--- src/inc/mcc_pkg.sv ---
// constants, field layout and power mode type of the clock controller
// Overview of operation
// - Wait mode: unchanged, interrupt wakes device.
// - Active-halt: counter runs, registers frozen, interrupt exits.
// - Full halt: counter and registers frozen.
// - Interrupt request when flag and enable set.
// - Time-base interrupt never wakes from full halt.
// - Bit 7 routes cpu clock to pin.
// - No clock output during active-halt.
// - Divider field selects divide by 2..16.
// - Slow select applies divider, else oscillator rate.
// - Time-base field selects 16000..200000 cycle period.
// - New time base takes effect at period end.
// - Halt with enable set enters active-halt.
// - Flag set at period end, cleared by read.
// - Beep field selects off, 2k, 1k, 500 Hz.
// - Beep keeps toggling during active-halt.
// - Divided clock drives core and peripherals.
`default_nettype none
package mcc_pkg;
  localparam int ADDR_W = 6;
  localparam logic [5:0] ADDR_CCS = 6'h2c;
  localparam logic [5:0] ADDR_BEEP = 6'h2d;
  localparam logic [7:0] CCS_RESET = 8'h00;
  localparam logic [7:0] BEEP_RESET = 8'h00;
  localparam logic [7:0] BEEP_WMASK = 8'h03;
  localparam logic [7:0] CCS_WMASK = 8'hfe;
  localparam int BIT_MCO = 7;
  localparam int CP_MSB = 6;
  localparam int CP_LSB = 5;
  localparam int BIT_SMS = 4;
  localparam int TB_MSB = 3;
  localparam int TB_LSB = 2;
  localparam int BIT_OIE = 1;
  localparam int BIT_FLAG = 0;
  localparam int BC_MSB = 1;
  localparam int BC_LSB = 0;
  localparam logic [1:0] BC_OFF = 2'h0;
  localparam logic [1:0] BC_2K = 2'h1;
  localparam logic [1:0] BC_1K = 2'h2;
  localparam int TB_W = 18;
  localparam int TB_PERIOD_0 = 16000;
  localparam int TB_PERIOD_1 = 32000;
  localparam int TB_PERIOD_2 = 80000;
  localparam int TB_PERIOD_3 = 200000;
  localparam int DIV_W = 13;
  localparam int BEEP_HALF_2K = 2000;
  localparam int BEEP_HALF_1K = 4000;
  localparam int BEEP_HALF_500 = 8000;
  localparam logic [12:0] CPU_HALF_BASE = 13'h0001;
  typedef enum logic [1:0] {PM_RUN, PM_ACTIVE_HALT, PM_HALT} pmode_t;
endpackage
`default_nettype wire

--- src/inc/div_if.sv ---
// control and output of one square-wave divider
`timescale 1ns/1ns
`default_nettype none
interface div_if #(parameter int W = 13);
  logic run;
  logic clr;
  logic [W-1:0] half;
  logic wave;
  logic rise;
  modport ctl (output run, clr, half, input wave, rise);
  modport div (input run, clr, half, output wave, rise);
endinterface
`default_nettype wire

--- src/rtl/main_clock_rtc_beeper.sv ---
// clock controller: cpu prescaler, clock out, time base, beeper, power modes
//
// The Avalon-MM slave port was left to the implementer.
`timescale 1ns/1ns
`default_nettype none
module main_clock_rtc_beeper #(
  parameter int TB_PERIOD_0 = mcc_pkg::TB_PERIOD_0,
  parameter int TB_PERIOD_1 = mcc_pkg::TB_PERIOD_1,
  parameter int TB_PERIOD_2 = mcc_pkg::TB_PERIOD_2,
  parameter int TB_PERIOD_3 = mcc_pkg::TB_PERIOD_3,
  parameter int BEEP_HALF_2K = mcc_pkg::BEEP_HALF_2K,
  parameter int BEEP_HALF_1K = mcc_pkg::BEEP_HALF_1K,
  parameter int BEEP_HALF_500 = mcc_pkg::BEEP_HALF_500
)
(
  input wire logic sys_clk,
  input wire logic rst,
  input wire logic [mcc_pkg::ADDR_W-1:0] avs_address,
  input wire logic avs_read,
  input wire logic avs_write,
  input wire logic [7:0] avs_writedata,
  output logic [7:0] avs_readdata,
  output logic avs_waitrequest,
  input wire logic halt_instr,
  input wire logic halt_wake,
  output logic irq_req,
  output logic cpu_tick,
  output logic active_halt,
  output logic full_halt,
  output logic clock_output_sel,
  output logic clock_output_pin,
  output logic beep_sel,
  output logic beep_pin
);
  localparam int DW = mcc_pkg::DIV_W;

  if (BEEP_HALF_2K < 1 || BEEP_HALF_1K < 1 || BEEP_HALF_500 < 1
      || BEEP_HALF_2K >= 2**DW || BEEP_HALF_1K >= 2**DW || BEEP_HALF_500 >= 2**DW)
  begin : g_check
    $error("beep half periods do not fit the divider");
  end

  // register file
  logic [7:0] ccs_ff, nxt_ccs;
  logic [7:0] beep_ff, nxt_beep;
  logic [7:0] rdata_ff, nxt_rdata;
  logic ack_ff, nxt_ack;
  mcc_pkg::pmode_t pm_ff, nxt_pm;
  logic clkout_ff, nxt_clkout;
  logic tb_tick;
  logic req;
  logic take;
  logic rd_ccs_take;
  logic regs_frozen;

  div_if #(.W(DW)) cpu_div ();
  div_if #(.W(DW)) beep_div ();

  assign req = avs_read | avs_write;
  assign take = req & ack_ff;
  assign rd_ccs_take = take & avs_read & (avs_address == mcc_pkg::ADDR_CCS);
  assign regs_frozen = (pm_ff != mcc_pkg::PM_RUN);

  // bus slave: in run mode, one wait cycle, then the access completes
  always_comb
  begin
    nxt_ack = req & ~ack_ff & ~regs_frozen;
    nxt_rdata = rdata_ff;
    if (req & ~ack_ff)
    begin
      case (avs_address)
        mcc_pkg::ADDR_CCS: nxt_rdata = ccs_ff;
        mcc_pkg::ADDR_BEEP: nxt_rdata = beep_ff;
        default: nxt_rdata = 8'h00;
      endcase
    end
  end

  // control/status and beep registers
  always_comb
  begin
    nxt_ccs = ccs_ff;
    nxt_beep = beep_ff;
    if (take & avs_write & (avs_address == mcc_pkg::ADDR_CCS))
      nxt_ccs = (avs_writedata & mcc_pkg::CCS_WMASK) | (ccs_ff & ~mcc_pkg::CCS_WMASK);
    if (take & avs_write & (avs_address == mcc_pkg::ADDR_BEEP))
      nxt_beep = avs_writedata & mcc_pkg::BEEP_WMASK;
    // clear only a flag that the read returned; a new timeout wins
    if (rd_ccs_take & rdata_ff[mcc_pkg::BIT_FLAG])
      nxt_ccs[mcc_pkg::BIT_FLAG] = 1'b0;
    if (tb_tick)
      nxt_ccs[mcc_pkg::BIT_FLAG] = 1'b1;
  end

  // power mode tracking
  always_comb
  begin
    nxt_pm = pm_ff;
    case (pm_ff)
      mcc_pkg::PM_RUN:
        if (halt_instr)
          nxt_pm = ccs_ff[mcc_pkg::BIT_OIE] ? mcc_pkg::PM_ACTIVE_HALT
                                            : mcc_pkg::PM_HALT;
      mcc_pkg::PM_ACTIVE_HALT:
        if (irq_req | halt_wake)
          nxt_pm = mcc_pkg::PM_RUN;
      mcc_pkg::PM_HALT:
        if (halt_wake)
          nxt_pm = mcc_pkg::PM_RUN;
      default: nxt_pm = mcc_pkg::PM_RUN;
    endcase
  end

  // cpu prescaler: half period 1 in normal mode, 2^code in slow mode
  always_comb
  begin
    cpu_div.run = (pm_ff == mcc_pkg::PM_RUN);
    cpu_div.clr = 1'b0;
    if (ccs_ff[mcc_pkg::BIT_SMS])
      cpu_div.half = mcc_pkg::CPU_HALF_BASE << ccs_ff[mcc_pkg::CP_MSB:mcc_pkg::CP_LSB];
    else
      cpu_div.half = mcc_pkg::CPU_HALF_BASE;
    nxt_clkout = ccs_ff[mcc_pkg::BIT_MCO] & cpu_div.wave
                 & (pm_ff != mcc_pkg::PM_ACTIVE_HALT);
  end

  // beeper keeps running in active-halt, frozen in full halt
  always_comb
  begin
    beep_div.run = (pm_ff != mcc_pkg::PM_HALT);
    beep_div.clr = (beep_ff[mcc_pkg::BC_MSB:mcc_pkg::BC_LSB] == mcc_pkg::BC_OFF);
    case (beep_ff[mcc_pkg::BC_MSB:mcc_pkg::BC_LSB])
      mcc_pkg::BC_2K: beep_div.half = DW'(BEEP_HALF_2K);
      mcc_pkg::BC_1K: beep_div.half = DW'(BEEP_HALF_1K);
      default: beep_div.half = DW'(BEEP_HALF_500);
    endcase
  end

  always_ff @(posedge sys_clk)
  begin
    if (rst)
    begin
      ccs_ff <= mcc_pkg::CCS_RESET;
      beep_ff <= mcc_pkg::BEEP_RESET;
      rdata_ff <= 8'h00;
      ack_ff <= 1'b0;
      pm_ff <= mcc_pkg::PM_RUN;
      clkout_ff <= 1'b0;
    end
    else
    begin
      ccs_ff <= nxt_ccs;
      beep_ff <= nxt_beep;
      rdata_ff <= nxt_rdata;
      ack_ff <= nxt_ack;
      pm_ff <= nxt_pm;
      clkout_ff <= nxt_clkout;
    end
  end

  time_base_counter #(
    .W(mcc_pkg::TB_W),
    .P0(TB_PERIOD_0),
    .P1(TB_PERIOD_1),
    .P2(TB_PERIOD_2),
    .P3(TB_PERIOD_3)
  ) u_tb (
    .sys_clk(sys_clk),
    .rst(rst),
    .run(pm_ff != mcc_pkg::PM_HALT),
    .sel(ccs_ff[mcc_pkg::TB_MSB:mcc_pkg::TB_LSB]),
    .tick(tb_tick)
  );

  tone_divider u_cpu_div (
    .sys_clk(sys_clk),
    .rst(rst),
    .d(cpu_div)
  );

  tone_divider u_beep_div (
    .sys_clk(sys_clk),
    .rst(rst),
    .d(beep_div)
  );

  assign avs_readdata = rdata_ff;
  assign avs_waitrequest = ~ack_ff;
  assign irq_req = ccs_ff[mcc_pkg::BIT_FLAG] & ccs_ff[mcc_pkg::BIT_OIE];
  // core and peripheral enable at the cpu rate
  assign cpu_tick = (pm_ff == mcc_pkg::PM_RUN)
                    & (~ccs_ff[mcc_pkg::BIT_SMS] | cpu_div.rise);
  assign active_halt = (pm_ff == mcc_pkg::PM_ACTIVE_HALT);
  assign full_halt = (pm_ff == mcc_pkg::PM_HALT);
  assign clock_output_sel = ccs_ff[mcc_pkg::BIT_MCO];
  assign clock_output_pin = clkout_ff;
  assign beep_sel = (beep_ff[mcc_pkg::BC_MSB:mcc_pkg::BC_LSB] != mcc_pkg::BC_OFF);
  assign beep_pin = beep_div.wave;

  // cycles since the last beep rise while beeping in active-halt
  localparam int QW = DW + 1;
  logic [QW-1:0] beep_quiet_ff, nxt_beep_quiet;

  always_comb
  begin
    nxt_beep_quiet = QW'(beep_quiet_ff + 1'b1);
    if (!active_halt || !beep_sel || beep_div.rise)
      nxt_beep_quiet = '0;
  end

  always_ff @(posedge sys_clk)
  begin
    if (rst)
      beep_quiet_ff <= '0;
    else
      beep_quiet_ff <= nxt_beep_quiet;
  end
endmodule
`default_nettype wire

--- src/rtl/time_base_counter.sv ---
// periodic time-base counter with selection taken at period end
`timescale 1ns/1ns
`default_nettype none
module time_base_counter #(
  parameter int W = 18,
  parameter int P0 = 16000,
  parameter int P1 = 32000,
  parameter int P2 = 80000,
  parameter int P3 = 200000
)
(
  input wire logic sys_clk,
  input wire logic rst,
  input wire logic run,
  input wire logic [1:0] sel,
  output logic tick
);
  if (P0 < 1 || P1 < 1 || P2 < 1 || P3 < 1 || P0 >= 2**W || P1 >= 2**W
      || P2 >= 2**W || P3 >= 2**W)
  begin : g_check
    $error("time base periods do not fit the counter");
  end

  logic [W-1:0] cnt_ff, nxt_cnt;
  logic [1:0] cur_sel_ff, nxt_cur_sel;
  logic tick_ff, nxt_tick;
  logic [W-1:0] last;

  always_comb
  begin
    case (cur_sel_ff)
      2'h0: last = W'(P0 - 1);
      2'h1: last = W'(P1 - 1);
      2'h2: last = W'(P2 - 1);
      default: last = W'(P3 - 1);
    endcase
    nxt_cnt = cnt_ff;
    nxt_cur_sel = cur_sel_ff;
    nxt_tick = 1'b0;
    if (run)
    begin
      if (cnt_ff >= last)
      begin
        nxt_cnt = '0;
        nxt_cur_sel = sel;
        nxt_tick = 1'b1;
      end
      else
        nxt_cnt = W'(cnt_ff + 1'b1);
    end
  end

  always_ff @(posedge sys_clk)
  begin
    if (rst)
    begin
      cnt_ff <= '0;
      cur_sel_ff <= 2'h0;
      tick_ff <= 1'b0;
    end
    else
    begin
      cnt_ff <= nxt_cnt;
      cur_sel_ff <= nxt_cur_sel;
      tick_ff <= nxt_tick;
    end
  end

  assign tick = tick_ff;
endmodule
`default_nettype wire

--- src/rtl/tone_divider.sv ---
// square-wave divider toggling every half period
`timescale 1ns/1ns
`default_nettype none
module tone_divider
(
  input wire logic sys_clk,
  input wire logic rst,
  div_if.div d
);
  localparam int W = $bits(d.half);
  logic [W-1:0] cnt_ff, nxt_cnt;
  logic wave_ff, nxt_wave;
  logic rise_ff, nxt_rise;

  always_comb
  begin
    nxt_cnt = cnt_ff;
    nxt_wave = wave_ff;
    nxt_rise = 1'b0;
    if (d.clr)
    begin
      nxt_cnt = '0;
      nxt_wave = 1'b0;
    end
    else if (d.run)
    begin
      if (cnt_ff >= W'(d.half - 1'b1))
      begin
        nxt_cnt = '0;
        nxt_wave = ~wave_ff;
        nxt_rise = ~wave_ff;
      end
      else
        nxt_cnt = W'(cnt_ff + 1'b1);
    end
  end

  always_ff @(posedge sys_clk)
  begin
    if (rst)
    begin
      cnt_ff <= '0;
      wave_ff <= 1'b0;
      rise_ff <= 1'b0;
    end
    else
    begin
      cnt_ff <= nxt_cnt;
      wave_ff <= nxt_wave;
      rise_ff <= nxt_rise;
    end
  end

  assign d.wave = wave_ff;
  assign d.rise = rise_ff;
endmodule
`default_nettype wire
--- config.mk ---
export PLATFORM = sky130hd
export DESIGN_NAME = main_clock_rtc_beeper
export DESIGN_NICKNAME = d
export VERILOG_FILES = /design/src/inc/mcc_pkg.sv /design/src/inc/div_if.sv /design/src/rtl/main_clock_rtc_beeper.sv /design/src/rtl/time_base_counter.sv /design/src/rtl/tone_divider.sv
export SDC_FILE = /design/constraint.sdc
export NUM_CORES = 1
export LEC_CHECK = 0
export ABC_AREA = 1
export ABC_CLOCK_PERIOD_IN_PS = 2800
export BUFFER_PORTS_ARGS = -buffer_cell sky130_fd_sc_hd__clkbuf_2
export CORE_ASPECT_RATIO = 0.9
export CORE_MARGIN = 2
export CORE_UTILIZATION = 35
export CTS_CLUSTER_DIAMETER = 60
export DETAILED_ROUTE_END_ITERATION = 12
export PLACE_DENSITY_LB_ADDON = 0.2
export SYNTH_ARGS = -nofsm -noshare
export SYNTH_HDL_FRONTEND = slang
export SYNTH_SLANG_ARGS = --single-unit
--- constraint.sdc ---
create_clock -name sys_clk -period 2.8 [get_ports sys_clk]
set_input_delay 0.14 -clock sys_clk [delete_from_list [all_inputs] [get_ports sys_clk]]
set_output_delay 0.14 -clock sys_clk [all_outputs]
set_load 0.05 [all_outputs]
Word-level counts from Yosys, hierarchy flattened
Index checks and enable logic that the tools add are counted.

Flip-flop bits (word level): 72.

$add $sub $neg: 5. Multiplexer cells: 16. Equality and inequality tests: 13. $lt $le $gt $ge: 3. Bitwise logic cells: 25. Shift operators: 1. Reductions and logical operators: 13.

Operators with widths (count): case mux 18 bit (3 select lines) (1); two-way mux 13 bit (3); adder 13 x 1 -> 13 bit (second input constant) (2); greater-or-equal comparator 13 bit (2); case mux 13 bit (2 select lines) (1); subtractor 13 x 1 -> 13 bit (second input constant) (2); adder 18 x 1 -> 18 bit (second input constant) (1); greater-or-equal comparator 18 bit (1); two-way mux 18 bit (1); case mux 8 bit (2 select lines) (1); AND 1 bit (13); left shift 1 x 2 -> 13 bit (first input constant) (1); equality test 6 bit (second input constant) (2); two-way mux 2 bit (4); NOT 1 bit (8); bitwise OR 8 x 1 -> 8 bit (1); equality test 2 x 1 -> 1 bit (second input constant) (3); equality test 2 bit (second input constant) (3); logical NOT 2 bit (3); inequality test 2 bit (second input constant) (3); case mux 2 bit (3 select lines) (1); AND reduction 2 bit (3); two-way mux 1 bit (4); inequality test 2 x 1 -> 1 bit (second input constant) (2); other kinds (6) (10).

Longest topological paths before layout
Gate-level depths: netlist (run 1).

Word-level depth: 7. Gate-level depth with buffers: 15. Gate-level depth less buffers: 15.

Modules after synthesis
Synthesis (run 1) repeated with hierarchy kept, for this count alone.

Cell total of the unflattened synthesis: 684. Area total of the unflattened synthesis: 4883.4 um^2.

Modules (own cells, without submodules): tone_divider (cells each 171, sequential area each 300.3 um^2, area an instance 1260.0 um^2, times used 2); time_base_counter (cells each 178, sequential area each 420.4 um^2, area an instance 1242.4 um^2, times used 1); main_clock_rtc_beeper (cells each 164, sequential area each 440.4 um^2, area an instance 1121.1 um^2, times used 1).

Least setup slack after synthesis (run 1)
OpenSTA, ideal clock, no wires.

Kind: reg2reg. From: reg ccs_ff[4]. To: reg u_cpu_div.cnt_ff[0]. Setup time: 0.117 ns. Arrival time: 2.095 ns. Setup slack: 0.588 ns. Required time: 2.683 ns. Cell stages (with the launch flop): 15. Cells stage by stage: dfxtp_1 inv_1 a21oi_1 ha_1 o21ai_0 ha_1 nand2_1 nor2_1 nand3_1 nor2_1 nor2_1 nand3_1 nand2_1 nand2_2 nor2_1.

Word-level cells in the longest chain between the ends: 4.

Ends and longest elaborated chain: start: declaration (line main_clock_rtc_beeper.sv:44) `logic [7:0] ccs_ff, nxt_ccs;`; start signal: assignment (line main_clock_rtc_beeper.sv:143) `ccs_ff <= mcc_pkg::CCS_RESET;`; start signal: assignment (line main_clock_rtc_beeper.sv:152) `ccs_ff <= nxt_ccs;`; two-way mux 13 bit (line main_clock_rtc_beeper.sv:119) `if (ccs_ff[mcc_pkg::BIT_SMS])`; subtractor 13 x 1 -> 13 bit (line tone_divider.sv:27) `if (cnt_ff >= W'(d.half - 1'b1))`; greater-or-equal comparator 13 bit (line tone_divider.sv:27); two-way mux 13 bit (line tone_divider.sv:27); end signal: assignment (line tone_divider.sv:48) `cnt_ff <= nxt_cnt;`; end: declaration (line tone_divider.sv:11) `logic [W-1:0] cnt_ff, nxt_cnt;`.

Every way passes these cells. A chain may end at the register's enable or synchronous reset.

Worst setup path after layout (run 1)
From: reg ccs_ff[4]. To: reg u_cpu_div.cnt_ff[9].

Same word-level chain as after synthesis.

==> flow_results.org, run 1 <==
** Outcome
- Result of the run :: completed

** Floorplan
- The floorplan has 37 rows.
- Once the floorplan was initialized, standard cells occupied 36.0% of the core.
- Top-level I/O count :: 37
- Height of the die :: approximately 110 um
- Area of the core :: 11,400 sq um
- Horizontal die dimension :: 118 um
- The floorplan step defined a die boundary enclosing 12,700 sq um.

** Clock tree
- The longest clock path from root to sink contains 2 buffers.
- CTS built an H-tree with a depth of 3.
- Clock transition at path regs :: 60 ps
- The tree is rooted in a sky130_fd_sc_hd__clkbuf_16.
- Number of CTS-inserted buffers :: 9
- After clock tree synthesis, the flow added hold-fix buffers numbering 0.
- Clock insertion delay at the later pin of the skew report :: around 330 ps
- CTS tree :: built
- CTS saw 72 sinks.

** Finish
- P&R area growth vs syn :: 16.8%
- After the flow finishes, the layout carries non-filler instances totaling 758.
- Number of nets in the final layout :: about 660
- Utilization after layout :: 42.1%
- The repair_antennas step left the layout with diodes totalling 0.
- Fraction of layout instances using a drive strength above 1 :: 13.8%
- The layout has 1,181 filler cells.

** Critical path
- The worst setup path is captured at a flop.
- Among the stages of the critical path, the cell type that occurs most often is sky130_fd_sc_hd__nor2_1.
- Type of the worst setup path :: reg -> reg
- Minimum setup slack among reg-to-reg paths :: 300 ps
- End of the worst register-to-register path :: u_cpu_div.cnt_ff[9]$_SDFFE_PP0P_
- For the worst setup path, the data required time is 3020 ps.
- Worst path slowest cell :: sky130_fd_sc_hd__dfxtp_1
- For this run, the slowest stage of the critical path takes 380 ps.
- Along the worst path, the maximum fanout reaches 10.
- R2R Path Start :: ccs_ff[4]$_SDFFE_PP0P_
- Traced cell by cell, the critical path runs through inv_1 -> a21oi_1 -> ha_1 -> o21ai_1 -> ha_1 -> nand2_1 -> nor2_1 -> nand3_1 -> nor2_1 -> nor2_1 -> nand3_1 -> nand2_1 -> nand2_4 -> nor2_1.
- Crit path launch type :: flop
- The number of cells on the worst reg-to-reg path is 14.
- Tracing the worst setup path back leads to its startpoint at ccs_ff[4]$_SDFFE_PP0P_.
- Worst endpoint data arrival time :: 2720 ps
- Capture point of the worst path :: u_cpu_div.cnt_ff[9]$_SDFFE_PP0P_

** Logic synthesis
- Mean instance size in the synthesized netlist :: about 7.4 sq um
- Library cell occupying the most area in the post-synthesis netlist :: sky130_fd_sc_hd__dfxtp_1
- After synthesis, flip-flops and latches occupy 35.0% of the total area.
- Yosys mapped the design onto 34 distinct sky130hd cell types.
- By area the synthesized netlist is led by sky130_fd_sc_hd__dfxtp_1 35%, sky130_fd_sc_hd__ha_1 12%, sky130_fd_sc_hd__nand2_1 9.1%.
- In this run the cell area of the synthesized design comes to 4120 sq um.
- Flip-flop and latch count after synthesis :: 72
- In the synthesized netlist, the number of instances is 557.
- In this run the biggest area consumer among cell types represents 35.0% of the synthesized area.
- During synthesis, Yosys emitted a total of 0 warnings.

** Global route
- Number of antenna violations at the first check in global routing :: 0
- For this run the aggregate overflow at the end of global routing stands at 0.
- Maximum number of pins on one net before global-route repair :: 22
- The via count of the first global-routing pass was 3,405.
- The first global-routing pass estimated 15,600 um of wire.
- Global routing used between 15 and 20% of the available tracks across all layers.

** Power
- Power spread over the standard cell area amounts to 659 nW/um^2.
- The analysis attributes to cell leakage a power of between 2 and 2.5 nW.
- VDD sags by at most 0.000369 V.

** Timing
- Max Clk Rate :: 0.399 GHz
- Final clock period utilization by the worst path :: 89.4%
- Relative slew slack :: between 50 and 60%
- Total negative slack for setup checks :: 0 ps
- Clock Skew :: approximately 3.6 ps
- Unrepaired setup endpoints after global routing :: false
- Counting I/O delays and the setup requirement, the final critical path takes roughly 2500 ps.
- Max Transition Viols Final :: 0
- Final number of setup-violating endpoints :: 0
- Worst-margin pin slew :: around 730 ps
- The final number of hold-violating endpoints was 0.

** Detailed routing
- For this block, the initial DRC count from the detailed router was 99.
- Via count :: 3,477
- Wires add up to 8670 um.
- In the routed layout, each cell is associated on average with a via count of 4.59.
- Length of the first detailed-routing pass in iterations :: 4
- Number of remaining DRC errors :: 0
- The count of nets left with antenna violations once routing finished came out at 0.
- Dividing the detail-routed wire length by the instance count gives 11.4 um.

** Worst hold path
- In this run the worst hold path is classified as in -> reg.
- Along the worst hold path, the cell count comes to 3.

** Placed design
- DPL Wire Length :: 6560 um
- Routability-driven placement finished with a final weighted congestion of 0.840.
- Buffers placed on the I/O ports in this run total 36.
- The number of placed instances, taps included, is between 700 and 800.

** Flow run
- The tool flagged a number of max-cap violations equal to 0.
## placed cells by master (no fill, tap or decap), types with 3 or more instances in the layout
cell type | Yosys | routed
sky130_fd_sc_hd__o22ai_1 | 3 | 3
sky130_fd_sc_hd__clkbuf_16 | 0 | 9
sky130_fd_sc_hd__dfxtp_1 | 72 | 72
sky130_fd_sc_hd__a21oi_1 | 32 | 32
sky130_fd_sc_hd__inv_1 | 66 | 66
sky130_fd_sc_hd__inv_2 | 3 | 3
sky130_fd_sc_hd__nand2_2 | 5 | 4
sky130_fd_sc_hd__nand3_1 | 31 | 31
sky130_fd_sc_hd__bufinv_16 | 0 | 4
sky130_fd_sc_hd__xnor2_1 | 3 | 3
sky130_fd_sc_hd__nand3b_1 | 4 | 4
sky130_fd_sc_hd__nor2_2 | 12 | 12
sky130_fd_sc_hd__ha_1 | 39 | 39
sky130_fd_sc_hd__nand2_1 | 100 | 100
sky130_fd_sc_hd__nand4_1 | 10 | 10
sky130_fd_sc_hd__o21ai_0 | 26 | 25
sky130_fd_sc_hd__nor3_1 | 8 | 8
sky130_fd_sc_hd__clkbuf_2 | 0 | 36
sky130_fd_sc_hd__xor2_1 | 28 | 28
sky130_fd_sc_hd__nor2_1 | 87 | 87
## where the power goes
group          switching [mW]  internal (mW)  total, mW
Clock                   0.451          0.962       1.41
Sequential             0.0587           1.09       1.15
Combinational           0.441          0.167      0.608
Total                   0.951           2.22       3.17
## how the worst min path moves through the flow
stage,start,to
floorplan,rst,clock_output_pin$_SDFF_PP0_
global placement,avs_writedata[2],ccs_ff[2]$_SDFFE_PP0P_
detailed placement,avs_writedata[3],ccs_ff[3]$_SDFFE_PP0P_
CTS,avs_writedata[3],ccs_ff[3]$_SDFFE_PP0P_
global route,avs_writedata[2],ccs_ff[2]$_SDFFE_PP0P_
finish,avs_writedata[3],ccs_ff[3]$_SDFFE_PP0P_
## flip-flops by register name, summed over array words and instances, names as in the netlist
register and count:
u_tb.cur_sel_ff 2, u_cpu_div.d.wave 1, ccs_ff 8, u_tb.cnt_ff 18, beep_ff 2, u_beep_div.cnt_ff 13, u_beep_div.d.wave 1, u_cpu_div.d.rise 1
ack_ff 1, clock_output_pin 1, u_tb.tick 1, avs_readdata 8, pm_ff 2, u_cpu_div.cnt_ff 13
## repair_timing
action / in CTS / in global routing
gates resized for setup: 0 / 2
setup endpoints to repair: 0 / 11
buffers inserted: 0 / 0
## area by class of cell
class	instances	area (sq um)	area share, %
multi-input combinational	408	2360	49.1
clock inverter	7	144	2.99
inverter	69	259	5.38
sequential	72	1440	29.9
timing repair buffer	37	188	3.90
tap	156	195	4.06
clock buffer	9	225	4.68
## Yosys cell counts, drive strengths merged
library cell	instances
conb	1
o22ai	4
or2	2
nand4	11
nor4	1
o21a	1
clkbuf	2
xor2	28
inv	69
nand2	107
o21ai	26
nor3	8
nand3b	4
dfxtp	72
nand3	33
ha	39
o21bai	1
nor2	101
a22oi	2
a21oi	32
xnor2	3
mux2i	2
buf	7
a21o	1
## metrics by stage
step | cell area [sq um] | hold slack [ps] | setup WS, ps | power, mW
2_1_floorplan | 4120 | 219 | 588 | 1.66
3_3_place_gp | 4440 | 420 | 312 | 1.78
3_5_place_dp | 4440 | 413 | 121 | 1.79
4_1_cts | 4810 | 66.0 | 101 | 3.21
5_1_grt | 4810 | 79.1 | 33.7 | 3.34
6_report | 4810 | 77.2 | 296 | 3.17
## cells by family (layout without fill, tap and decap cells)
family	Yosys count	in the layout	share of synthesized area, %
compound gates	67	67	8.72
xor+xnor	31	31	6.59
fa+ha+maj	39	39	11.8
buf+inv	78	122	7.93
flops	72	72	35.0
mux	2	2	0.486
other cells	1	2	0.0910
simple gates	267	267	29.4
## worst max-delay path: cells and delay by family, from the launching register on
family | cells | cell delay [ps]
AO/OA/AOI/OAI | 2 | 400
adder cells (fa/ha/maj) | 2 | 580
buffers and inverters | 1 | 110
flip-flops | 1 | 380
AND/OR/NAND/NOR | 9 | 940
## routing by layer
layer | wire (um) | up-vias | global-route usage (%)
li1 | - | 1867 | -
met3 | 341 | 10 | 2.50
met4 | 125 | 0 | 6.97
met1 | 4610 | 1542 | 20.6
met5 | 0 | - | 0
met2 | 3590 | 58 | 23.0
Note: power is estimated with default switching activity, not from simulation.
==> inputs of run 2 (changes only) <==
--- a/config.mk
+++ b/config.mk
@@ -8,7 +8,7 @@
 export ABC_AREA = 1
 export ABC_CLOCK_PERIOD_IN_PS = 2800
 export BUFFER_PORTS_ARGS = -buffer_cell sky130_fd_sc_hd__clkbuf_2
-export CORE_ASPECT_RATIO = 0.9
+export CORE_ASPECT_RATIO = 1.25
 export CORE_MARGIN = 2
 export CORE_UTILIZATION = 35
 export CTS_CLUSTER_DIAMETER = 60
==> run 2 against run 1 <==
Compared with the run above: flip-flop and latch count unchanged; register-to-register slack better by 130 ps; global-route usage up 0.49 points; total power down 4.3%; via count up 3.1%; maximum frequency up 5.3%; first-iteration DRC count up 15%; utilization down 0.98 points; clock skew up 3.0 ps.
==> flow_results.org, run 2 (synthesis results as in run 1) <==
** Detailed routing
- Number of remaining DRC errors :: 0
- Total routed wirelength :: 9100 um
- For this block, the via count after detailed routing is 3,585.
- The detail route stage leaves a number of antenna-violating nets equal to 0.
- Post-DR wirelength/cell :: 12.3 um
- After detailed routing, the number of vias per cell comes to between 4 and 5.
- The first detailed-routing pass took 4 iterations.
- The detailed router finished its first iteration with 114 violations.

** Floorplan
- Die outline area :: 12,700 sq um
- 37 I/O pins were placed.
- The die is 125 um tall.
- Area of the core :: 11,600 sq um
- After floorplanning, the core was divided into 44 placement rows.
- Horizontal die dimension :: 101 um
- Starting utilization of the core area :: 35.6%

** Clock tree
- At the later pin of the worst-skew pair, clock insertion delay measures between 300 and 400 ps.
- Buffers added to address setup during post-CTS repair amount to 0.
- The clock passes through at most 2 buffers.
- Hold repair after CTS inserted 0 buffers.
- Clock tree synthesis inserted a total of 9 buffers.
- The tree is rooted in a sky130_fd_sc_hd__clkbuf_16.
- TritonCTS built the clock tree.
- Clock transition at path regs :: 60 ps
- CTS built an H-tree with a depth of 3.
- The tree built by TritonCTS fans out to 72 sinks.

** Global route
- For this run, global-route usage on met2 was measured as 26.6%.
- Global routing used about a fifth of the available met1 tracks.
- The via count of the first global-routing pass is 3,533.
- The first global-routing pass estimated between 15,000 and 20,000 um of wire.
- The total overflow left after global routing is 0.
- Maximum number of pins on one net before global-route repair :: 22
- The number of antenna violations at the first check in global routing was 0.
- Global routing used 15.5% of the available tracks across all layers.
- In this run the most used layer during global routing was met2.
- Met3 Resource Use GR :: 3.35%

** Timing
- Derived from the worst setup path, the maximum achievable clock frequency is 0.421 GHz.
- Fin. Hold Viols :: 0
- Final clock period utilization by the worst path :: 84.9%
- Final critical-path required period :: 2380 ps
- Final worst setup slack :: 422 ps
- Setup repair after global routing left no endpoint under its margin.
- For the pin with the worst max-slew slack, the measured transition is 784 ps.
- Between clock sinks in the finished design, the worst skew comes to 6.59 ps.
- Final number of setup-violating endpoints :: 0
- Measured against its own limit, the worst slew margin works out to a little under half.
- The number of max-slew violations in the final report was 0.
- Total negative slack for setup checks :: 0 ps

** Power
- Final total power :: 3.04 mW
- Leak :: 2.08 nW
- The worst-case IR drop observed on VDD is 0.000500 V.
- Power density of the placed cells :: 639 nW/um^2

** Critical path
- STA puts the critical path data required time at 3020 ps.
- For this design, the slowest cell found on the critical path is sky130_fd_sc_hd__dfxtp_1.
- The worst setup path is of the reg -> reg kind.
- The largest single stage delay on the critical path is 360 ps.
- Dominant delay contributor by cell family on the critical path :: simple AND/OR/NAND/NOR gates
- Together, buffers and inverters on the worst path number 1.
- By instance count, the cell type seen most on the critical path is sky130_fd_sc_hd__nor2_1.
- STA classifies the critical path endpoint as a flop.
- At the worst endpoint, the arrival time is 2600 ps.
- The worst setup path is launched from a flop.
- Crit-path cells :: inv_1 -> a21oi_1 -> ha_1 -> o21ai_2 -> ha_1 -> nand2_1 -> nor2_1 -> nand3_1 -> nor2_1 -> nor2_1 -> nand3_1 -> nand2_1 -> nand2_4 -> nor2_1
- Crit path max fanout :: 10

** Placed design
- Final weighted congestion of routability-driven global placement :: around 0.84
- DP Worst Slack :: 137 ps
- In this run, placement finished with an instance count of just over 700.
- DPL Wire Length :: 6990 um
- Buffers placed on the I/O ports in this run total 36.
- DP Area :: 4420 sq um

** Finish
- The count of cells in the finished layout, fillers not included, comes to 740.
- Antenna diode count :: 0
- For this run, the post-layout net count is between 600 and 700.
- Cells with a size suffix above 1 make up around 14% of the layout.
- In the final layout, the registers with the most flip-flops are u_tb.cnt_ff: 18 flops, u_beep_div.cnt_ff: 13 flops, u_cpu_div.cnt_ff: 13 flops.
- Most common cell after layout, fill and taps aside :: sky130_fd_sc_hd__nand2_1
- After routing the design area is 4750 sq um.
- P&R area growth vs syn :: 15.4%
- The top cell types in the final layout, fill and taps aside, are 100 x sky130_fd_sc_hd__nand2_1, 87 x sky130_fd_sc_hd__nor2_1, 72 x sky130_fd_sc_hd__dfxtp_1.
- Max reg flops :: 18
- u_tb.cnt_ff holds more flip-flops than any other register.

** Worst hold path
- The min-delay analysis places its worst path in the category in -> reg.

** Outcome
- Result of the run :: completed

** Flow run
- Across the run, the number of max-cap violations was 0.
run 2: path summary, 6_finish.rpt:
| check | depth (start not counted) | to | slack, ps | startpoint |
|---|---|---|---|---|
| min | 3 | ccs_ff[2]$_SDFFE_PP0P_ | 60 | avs_writedata[2] |
| max | 14 | u_cpu_div.cnt_ff[5]$_SDFFE_PP0P_ | 420 | ccs_ff[4]$_SDFFE_PP0P_ |
| max reg2reg | 14 | u_cpu_div.cnt_ff[5]$_SDFFE_PP0P_ | 420 | ccs_ff[4]$_SDFFE_PP0P_ |
| min reg2reg | 2 | ccs_ff[0]$_SDFFE_PP0P_ | 450 | u_tb.tick$_SDFF_PP0_ |
run 2: repair_timing:
item / in CTS / in global routing
hold endpoints to repair: 0 / 0
setup endpoints to repair: 0 / 13
gates resized for setup: 0 / 3
run 2: power breakdown:
group / internal (mW) / switching [mW] / leakage [nW]
clock: 0.789 / 0.474 / 0.157
sequential: 1.09 / 0.0578 / 0.583
combinational: 0.168 / 0.454 / 1.34
run 2: cell type report:
class / instances / area (sq um)
clock inverter: 7 / 103
clock buffer: 9 / 225
timing repair buffer: 37 / 188
fill: 1218 / 6810
sequential: 72 / 1440
inverter: 69 / 259
multi-input combinational: 408 / 2360
tap: 138 / 173
run 2: stage by stage:
stage	hold WS, ps	util (%)
detailed placement	405	38.2
finish	62.0	41.1
global route	68.3	41.1
floorplan	219	-
global placement	409	38.2
CTS	47.6	41.0
run 2: worst register-to-register path, cell delays in order (launching register included):
cell and delay (ps):
sky130_fd_sc_hd__dfxtp_1 360, sky130_fd_sc_hd__inv_1 110, sky130_fd_sc_hd__a21oi_1 190, sky130_fd_sc_hd__ha_1 230, sky130_fd_sc_hd__o21ai_2 130, sky130_fd_sc_hd__ha_1 320
sky130_fd_sc_hd__nand2_1 70, sky130_fd_sc_hd__nor2_1 130, sky130_fd_sc_hd__nand3_1 100, sky130_fd_sc_hd__nor2_1 100, sky130_fd_sc_hd__nor2_1 40, sky130_fd_sc_hd__nand3_1 110
sky130_fd_sc_hd__nand2_1 150, sky130_fd_sc_hd__nand2_4 160, sky130_fd_sc_hd__nor2_1 70
run 2: layer usage:
metal | vias up | wire, um
met2 | 57 | 4480
met4 | 0 | 134
met5 | - | 0
met1 | 1644 | 4200
met3 | 10 | 288
li1 | 1874 | -
